<file path="src/core/aso_defs.vh">
`ifndef ASO_DEFS_VH
`define ASO_DEFS_VH

`define ASO_DATA_W 12
`define ASO_PIPE_LAT 6
`define ASO_MSB 11
`define ASO_FMT_SETTLE 3
`define ASO_WAKE_NS 1000
`define ASO_CLK_NS 20
`define ASO_WAKE_CYC ((`ASO_WAKE_NS + `ASO_CLK_NS - 1) / `ASO_CLK_NS)
`define ASO_UNDEF_WORD 12'h000

`endif

</file>
<file path="src/core/aso_top.v">
`timescale 1ns/1ns
`default_nettype none
`include "aso_defs.vh"

module aso_top (
    input wire clk,
    input wire rst_n,
    input wire [`ASO_DATA_W-1:0] sample_code,
    input wire output_format_select,
    input wire sleep_request,
    output wire [`ASO_DATA_W-1:0] data_out,
    output wire data_out_oe,
    output wire data_valid,
    output wire powered_down
);
    localparam ST_RUN = 2'h0;
    localparam ST_SLEEP = 2'h1;
    localparam ST_WAKE = 2'h2;

    // load values cut to the counter widths
    localparam [31:0] WAKE_FULL = `ASO_WAKE_CYC;
    localparam [31:0] SETTLE_FULL = `ASO_FMT_SETTLE;
    localparam [7:0] WAKE_LOAD = WAKE_FULL[7:0];
    localparam [3:0] SETTLE_LOAD = SETTLE_FULL[3:0];

    reg [1:0] rst_sync_r;
    wire rst_int_n;

    reg [1:0] state_r;
    reg [1:0] state_nxt;
    reg [7:0] wake_cnt_r;
    reg [7:0] wake_cnt_nxt;
    wire wake_last;
    wire in_sleep_state;

    reg fmt_prev_r;
    reg fmt_prev_nxt;
    reg [3:0] fmt_cnt_r;
    reg [3:0] fmt_cnt_nxt;
    wire fmt_changed;
    wire fmt_settled;

    wire pipe_flush;
    wire [`ASO_DATA_W-1:0] pipe_word;
    wire pipe_ok;

    reg [`ASO_DATA_W-1:0] word_r;
    reg [`ASO_DATA_W-1:0] word_nxt;
    reg word_ok_r;
    reg word_ok_nxt;
    wire asleep_now;

    function [`ASO_DATA_W-1:0] fmt_code;
        input [`ASO_DATA_W-1:0] raw;
        input twos;
        begin
            fmt_code = {raw[`ASO_MSB] ^ twos, raw[`ASO_MSB-1:0]};
        end
    endfunction

    // outputs are parked while asleep or about to sleep
    function outputs_parked;
        input [1:0] st;
        input req;
        begin
            outputs_parked = req || st == ST_SLEEP;
        end
    endfunction

    always @(posedge clk or negedge rst_n) begin
        if (!rst_n) begin
            rst_sync_r <= 2'h0;
        end else begin
            rst_sync_r <= {rst_sync_r[0], 1'b1};
        end
    end

    assign rst_int_n = rst_sync_r[1];
    assign in_sleep_state = state_r == ST_SLEEP;
    assign wake_last = wake_cnt_r <= 8'h01;

    // a sleep request wins from every state
    always @* begin
        state_nxt = state_r;
        case (state_r)
            ST_RUN: begin
                if (sleep_request) begin
                    state_nxt = ST_SLEEP;
                end
            end
            ST_SLEEP: begin
                if (!sleep_request) begin
                    state_nxt = ST_WAKE;
                end
            end
            ST_WAKE: begin
                if (sleep_request) begin
                    state_nxt = ST_SLEEP;
                end else if (wake_last) begin
                    state_nxt = ST_RUN;
                end
            end
            default: begin
                state_nxt = ST_SLEEP;
            end
        endcase
    end

    // recovery count, reloaded for as long as the block sleeps
    always @* begin
        wake_cnt_nxt = wake_cnt_r;
        case (state_r)
            ST_SLEEP: begin
                wake_cnt_nxt = WAKE_LOAD;
            end
            ST_WAKE: begin
                if (wake_last) begin
                    wake_cnt_nxt = 8'h00;
                end else begin
                    wake_cnt_nxt = wake_cnt_r - 8'h01;
                end
            end
            default: begin
                wake_cnt_nxt = 8'h00;
            end
        endcase
    end

    always @(posedge clk or negedge rst_int_n) begin
        if (!rst_int_n) begin
            state_r <= ST_SLEEP;
            wake_cnt_r <= 8'h00;
        end else begin
            state_r <= state_nxt;
            wake_cnt_r <= wake_cnt_nxt;
        end
    end

    assign fmt_changed = fmt_prev_r != output_format_select;
    assign fmt_settled = !fmt_changed && fmt_cnt_r == 4'h0;

    // a new change restarts the settle count
    always @* begin
        fmt_prev_nxt = output_format_select;
        fmt_cnt_nxt = fmt_cnt_r;
        if (fmt_changed) begin
            fmt_cnt_nxt = SETTLE_LOAD;
        end else if (fmt_cnt_r != 4'h0) begin
            fmt_cnt_nxt = fmt_cnt_r - 4'h1;
        end
    end

    always @(posedge clk or negedge rst_int_n) begin
        if (!rst_int_n) begin
            fmt_prev_r <= 1'b0;
            fmt_cnt_r <= 4'h0;
        end else begin
            fmt_prev_r <= fmt_prev_nxt;
            fmt_cnt_r <= fmt_cnt_nxt;
        end
    end

    assign pipe_flush = in_sleep_state;

    // acquisition stage, five more stages, then the output register
    aso_pipe u_pipe (
        .clk(clk),
        .rst_n(rst_int_n),
        .flush(pipe_flush),
        .din(sample_code),
        .dout(pipe_word),
        .dout_ok(pipe_ok)
    );

    assign asleep_now = outputs_parked(state_r, sleep_request);

    always @* begin
        word_nxt = `ASO_UNDEF_WORD;
        word_ok_nxt = 1'b0;
        if (asleep_now) begin
            word_nxt = `ASO_UNDEF_WORD;
            word_ok_nxt = 1'b0;
        end else begin
            word_nxt = fmt_code(pipe_word, output_format_select);
            word_ok_nxt = pipe_ok && state_r == ST_RUN &&
                fmt_settled;
        end
    end

    always @(posedge clk or negedge rst_int_n) begin
        if (!rst_int_n) begin
            word_r <= `ASO_UNDEF_WORD;
            word_ok_r <= 1'b0;
        end else begin
            word_r <= word_nxt;
            word_ok_r <= word_ok_nxt;
        end
    end

    assign data_out = word_r;
    assign data_out_oe = !asleep_now;
    assign data_valid = word_ok_r;
    assign powered_down = in_sleep_state;
endmodule

`default_nettype wire

</file>
<file path="src/core/aso_pipe.v">
`timescale 1ns/1ns
`default_nettype none
`include "aso_defs.vh"

module aso_pipe (
    input wire clk,
    input wire rst_n,
    input wire flush,
    input wire [`ASO_DATA_W-1:0] din,
    output wire [`ASO_DATA_W-1:0] dout,
    output wire dout_ok
);
    reg [`ASO_DATA_W-1:0] stage_r [0:`ASO_PIPE_LAT-1];
    reg [`ASO_PIPE_LAT-1:0] ok_r;
    integer i;

    // six-stage delay, one word per clock
    always @(posedge clk or negedge rst_n) begin
        if (!rst_n) begin
            for (i = 0; i < `ASO_PIPE_LAT; i = i + 1) begin
                stage_r[i] <= 12'h000;
            end
            ok_r <= 6'h00;
        end else begin
            stage_r[0] <= din;
            ok_r <= flush ? 6'h00 : {ok_r[`ASO_PIPE_LAT-2:0], 1'b1};
            for (i = 1; i < `ASO_PIPE_LAT; i = i + 1) begin
                stage_r[i] <= stage_r[i-1];
            end
        end
    end

    assign dout = stage_r[`ASO_PIPE_LAT-1];
    assign dout_ok = ok_r[`ASO_PIPE_LAT-1];
endmodule

`default_nettype wire

</file>
<file path="config.mk">
export PLATFORM = sky130hd
export DESIGN_NAME = aso_top
export DESIGN_NICKNAME = d
export VERILOG_FILES = /design/src/core/aso_top.v /design/src/core/aso_pipe.v
export VERILOG_INCLUDE_DIRS = /design/src /design/src/core
export SDC_FILE = /design/constraint.sdc
export NUM_CORES = 1
export LEC_CHECK = 0
export ABC_AREA = 0
export BUFFER_PORTS_ARGS = -buffer_cell sky130_fd_sc_hd__buf_4
export CELL_PAD_IN_SITES_DETAIL_PLACEMENT = 1
export CELL_PAD_IN_SITES_GLOBAL_PLACEMENT = 2
export CORE_UTILIZATION = 42
export CTS_CLUSTER_DIAMETER = 150
export DETAILED_ROUTE_END_ITERATION = 10
export PLACE_DENSITY = 0.84
export SLEW_MARGIN = 0
export SYNTH_ARGS = -nofsm -noshare
export SYNTH_HDL_FRONTEND = slang
export SYNTH_SLANG_ARGS = --single-unit
</file>
<file path="constraint.sdc">
create_clock -name clk -period 4.6 [get_ports clk]
set_input_delay 0.46 -clock clk [delete_from_list [all_inputs] [get_ports clk]]
set_output_delay 0.46 -clock clk [all_outputs]
set_load 0.1 [all_outputs]
</file>
== After elaboration in Yosys (flattened, before gate mapping) ==
Cells that the tools add are included.

* Output and inout bits: 15
* Input port bits: 16
* Flip-flop bits (word level): 108
* Word-level logic and storage cells: 47

* Add/subtract/negate cells: 2
* Muxes and demuxes: 12
* Order comparisons: 1
* Bitwise gates (word level): 1
* Reductions and logical operators: 11
* Equality and inequality tests: 6

{| class="wikitable"
|+ Operator list
! operator !! count
|-
| $pmux 8 s2 || 1
|-
| $mux 12 || 1
|-
| $le 8x1->1 const B || 1
|-
| $mux 2 || 4
|-
| $mux 4 || 2
|-
| $mux 8 || 1
|-
| $sub 8x1->8 const B || 1
|-
| $mux 6 || 1
|-
| $pmux 2 s3 || 1
|-
| $logic_not 4->1 || 1
|-
| $ne 2x2->1 const B || 2
|-
| $reduce_bool 4->1 || 1
|-
| $sub 4x1->4 const B || 1
|-
| $logic_and 1x1->1 || 3
|-
| $ne 3x3->1 const B || 1
|-
| $reduce_and 3->1 || 1
|-
| $eq 2x1->1 const B || 1
|-
| $eq 2x2->1 const B || 1
|-
| $logic_not 1->1 || 2
|-
| $logic_not 2->1 || 1
|-
| $reduce_bool 2->1 || 1
|-
| $logic_or 1x1->1 || 1
|-
| $mux 1 || 1
|-
| $ne 1x1->1 || 1
|-
| $xor 1x1->1 || 1
|}

== Logic depth before layout (Yosys ltp) ==
* Depth after elaboration: 5
* Gate-level depth with buffers: 6
* Mapped depth without buffers: 6

== Hierarchy ==
Synthesis repeated with hierarchy kept, for this count alone.

* Cells, all modules: 205
* Area total of the unflattened synthesis: 3343.2 sq um

{| class="wikitable"
|+ By module, submodules not included
! module !! area each (sq um) !! seq. area each (sq um) !! cells an instance !! times used
|-
| aso_pipe || 2077.0 || 1951.9 || 96 || 1
|-
| aso_top || 1266.2 || 752.0 || 109 || 1
|}

== Least setup slack after synthesis ==
Ideal clock, no wire load.

* Path kind: reg-to-output
* Start point: register state_r[1]
* End point: output port data_out_oe
* Path buffers: 2
* Stages on the path, launching flop included: 6
* Data arrival time: 2.420 ns
* Path slack: 1.720 ns
* Data required time: 4.140 ns
* Cells stage by stage: dfrtp_1 -> inv_1 -> ha_1 -> clkbuf_1 -> nor2_1 -> clkbuf_1

* Cells in the longest elaborated chain, start to end: 3

{| class="wikitable"
|+ RTL lines
! what !! line !! text
|-
| start, declared || aso_top.v:29 || <nowiki>reg [1:0] state_r;</nowiki>
|-
| start signal, assigned || aso_top.v:134 || <nowiki>state_r <= state_nxt;</nowiki>
|-
| $eq 2x1->1 || n/a ||
|-
| named net powered_down || aso_top.v:14 || <nowiki>output wire powered_down</nowiki>
|-
| $logic_or 1x1->1 || aso_top.v:66 || <nowiki>outputs_parked = req || st == ST_SLEEP;</nowiki>
|-
| $logic_not 1->1 || aso_top.v:201 || <nowiki>assign data_out_oe = !asleep_now;</nowiki>
|-
| end, declared || aso_top.v:12 || <nowiki>output wire data_out_oe,</nowiki>
|}

The timed path passes the listed nets, and every way through them passes these cells.

== Worst setup path after layout ==
* Start point: register state_r[1]
* End point: output port data_out_oe

* Cells in the longest elaborated chain, start to end: 3

{| class="wikitable"
|+ RTL lines
! what !! line
|-
| $eq 2x1->1 || aso_top.v:66
|-
| $logic_or 1x1->1 || aso_top.v:66
|-
| $logic_not 1->1 || aso_top.v:201
|}

No other way between the ends.

==> flow_metrics.py <==
metrics = {
    "logic_synthesis": {
        "syn_area_mm2": 0.00325,
        "avgSynthCellArea_um2": 16.8,
        "synth-main-ff-cell": "dfrtp_1",
        "synth.net_count": 217,
        "synth_most_common_cell": "dfrtp_1",
        "synth_edf_count": 0,
        "netlist_top_cells_count": "dfrtp_1, and2_1, nor2_1",
        "yosys.area.top_type": "dfrtp_1",
        "synthCells": 194,
        "yosysWarningCount": 0,
        "synth_cell_types": 29,
        "async_flop_share_pct": 100,
        "ys_top_cells_by_area": "dfrtp_1, ha_1, and2_1",
        "yosysTopAreaCellShare_pct": 82.4,
        "yosysSeqAreaShare_pct": 83.2,
        "ys_ff_latch": 108,
    },
    "critical_path": {
        "cp-end-kind": "output pin",
        "cpPeakStageDelay_ns": 0.51,
        "arrival_ns": 2.04,
        "worstSetupPathType": "reg2out",
        "critPathSlowestCell": "nor2_1",
        "startpoint_type": "flop",
        "crit_chain": "inv_1 > ha_1 > nor2_1 > buf_4",
        "worstPathRequired_ns": 4.14,
        "crit_fanout": 13,
    },
    "layout": {
        "antenna_cells": 0,
        "fin_area_mm2": 0.00381,
        "nets": 258,
        "stdcell_count": 339,
        "fin_util_pct": 51.7,
        "syn2layout_area_growth_pct": 17.3,
        "drive_above_1_share_pct": 21.3,
    },
    "clocking": {
        "cts_tree": "built",
        "cts.path.max_buffers": 2,
        "insertion_delay_ns": 0.35,
        "cts_buffers": 9,
        "htreeDepth": 3,
        "postCtsSetupBuffers": 0,
        "clkTransAtPathRegs_ns": 0.10,
        "cts.sinks": 108,
        "cts_root_buffer": "clkbuf_8",
    },
    "placed_design": {
        "place_area_mm2": 0.00360,
        "dp_hpwl_mm": 2.59,
        "gp_congestion": 0.698,
        "io_buffer_count": 30,
        "dp_slack_ns": 2.40,
        "dp.cells": 322,
    },
    "global_route": {
        "track_usage_pct": 12.0,
        "grt_max_degree": 70,
        "grt_pass1_vias": 1567,
        "gr-total-overflow": 0,
        "grt_pass1_wl_mm": 7.34,
        "antenna_found_initial": 0,
    },
    "die": {
        "fp-row-count": 31,
        "die_x_um": 90.0,
        "die_area_mm2": 0.00810,
        "die_y_um": 90.0,
        "pin_count": 31,
        "coreArea_mm2": 0.00737,
        "start_util_pct": 44.1,
    },
    "timing": {
        "layout_min_cycle_time_ns": 2.50,
        "tightest_slew_ns": 0.793,
        "final_hold_viol_count": 0,
        "finClkSkew_ns": 0.0101,
        "setup_viol": 0,
        "timing.final.crit_share_pct": 54.4,
        "maxSlewViolCount": 0,
        "hold_ws_ns": 0.212,
        "worst_slack_ns": 2.10,
        "max_freq_mhz": 400,
        "relSlewSlack_pct": 47.2,
        "timing.setup.tns_ns": 0,
        "grt_setup_unrepaired": "no",
    },
    "routing": {
        "route.detailed.wl_per_inst_um": 12.0,
        "detailroute.via_count": 1452,
        "antenna_left": 0,
        "drc": 0,
        "first_pass_iters": 4,
        "wl_mm": 4.06,
        "via_per_inst": 4.28,
        "initialDrtViolationCount": 92,
    },
    "power": {
        "power.density_mw_per_mm2": 584,
        "p_leak_nw": 1.84,
        "power_mw": 2.23,
        "max-vdd-ir-drop_uv": 261,
    },
    "min_path": {
        "hp-class": "in2reg",
    },
    "run": {
        "maxCapViolCount": 0,
    },
    "status": {
        "status": "completed",
    },
}
## worst max-delay path, delay by kind of cell, from the launching register on
family / cells / cell delay, ns
adders and majority gates: 1 / 0.31
buffers and inverters: 2 / 0.49
DFF: 1 / 0.39
and+or+nand+nor: 1 / 0.51
## worst paths after layout
path,start,endpoint,slack [ns],cells after the start
hold / removal,sample_code[3],u_pipe.stage_r[63]$_DFF_PN0_,0.21,1
min in group asynchronous,rst_sync_r[1]$_DFF_PN0_,wake_cnt_r[0]$_DFF_PN0_,0.30,0
setup / recovery,state_r[1]$_DFFE_PN0P_,data_out_oe,2.10,4
setup reg to reg,wake_cnt_r[0]$_DFF_PN0_,wake_cnt_r[1]$_DFF_PN0_,2.86,5
hold reg to reg,rst_sync_r[1]$_DFF_PN0_,wake_cnt_r[0]$_DFF_PN0_,0.30,0
max in group asynchronous,rst_sync_r[1]$_DFF_PN0_,u_pipe.dout[7]$_DFF_PN0_,3.13,1
## cell families (layout without fill, tap and decap cells)
kind of cell	Yosys count	in the layout	synth area share (%)
XOR/XNOR	10	10	2.69
adder cells (fa/ha/maj)	7	7	2.69
AO/OA/AOI/OAI	13	13	2.62
flip-flops	108	108	83.2
buffers and inverters	10	56	1.15
AND/OR/NAND/NOR	45	45	7.54
other	1	1	0.115
## sequential cells by signal (all words and copies together) (netlist names)
register,count
data_out,12
data_valid,1
fmt_cnt_r,4
fmt_prev_r,1
rst_sync_r,2
state_r,2
u_pipe.dout,12
u_pipe.ok_r,6
u_pipe.stage_r,60
wake_cnt_r,8
## timing repair
action	4_1_cts	5_1_grt
endpoints found under the hold margin	2	0
resized for setup	0	0
hold buffers	1	0
## cells in the final DEF, fill, tap and decap left out
master | Yosys | routed
dfrtp_1 | 107 | 106
buf_4 | 0 | 31
nor2_1 | 11 | 11
and2_1 | 11 | 11
clkbuf_8 | 0 | 9
inv_1 | 8 | 8
ha_1 | 7 | 7
nand2_1 | 6 | 6
xor2_1 | 5 | 5
nor2b_1 | 5 | 5
xnor2_1 | 5 | 5
o21ai_0 | 4 | 4
nor3_1 | 3 | 3
nand3_1 | 2 | 2
or4_4 | 2 | 2
a21oi_1 | 2 | 2
nor4_1 | 1 | 1
o211ai_1 | 1 | 1
nor2_2 | 1 | 1
o31ai_1 | 1 | 1
or3b_1 | 1 | 1
a211oi_1 | 1 | 1
o22ai_1 | 1 | 1
and3_1 | 1 | 1
a21o_1 | 1 | 1
a2111oi_0 | 1 | 1
a311o_1 | 1 | 1
or3_1 | 1 | 1
inv_8 | 0 | 1
clkinv_4 | 0 | 1
clkinvlp_4 | 0 | 1
inv_6 | 0 | 1
clkinv_2 | 0 | 1
clkbuf_1 | 2 | 1
bufinv_16 | 0 | 1
dlygate4sd3_1 | 0 | 1
conb_1 | 1 | 1
dfrtp_4 | 0 | 1
dfstp_2 | 1 | 1
## power by group
part	switching (mW)	internal, mW	total, mW
registers	0.0567	1.06	1.11
clock network	0.298	0.258	0.556
logic	0.385	0.171	0.557
## per-layer routing
| metal | up-vias | part of all wire, % | track usage [%] |
|---|---|---|---|
| met5 | - | 0 | 0 |
| met4 | 0 | 1.8 | 6.85 |
| met3 | 5 | 3.8 | 4.23 |
| met2 | 32 | 47 | 17.0 |
| met1 | 718 | 47 | 16.3 |
| li1 | 697 | - | - |
## final cells by class
| class | count | area, um2 |
|---|---|---|
| Tap cell | 99 | 124 |
| Sequential cell | 108 | 2710 |
| Fill cell | 724 | 3560 |
| Timing Repair Buffer | 32 | 243 |
| Inverter | 8 | 30.0 |
| Clock inverter | 6 | 71.3 |
| Clock buffer | 10 | 128 |
| Multi-Input combinational cell | 76 | 509 |
Note: power is estimated with default switching activity, not from simulation.
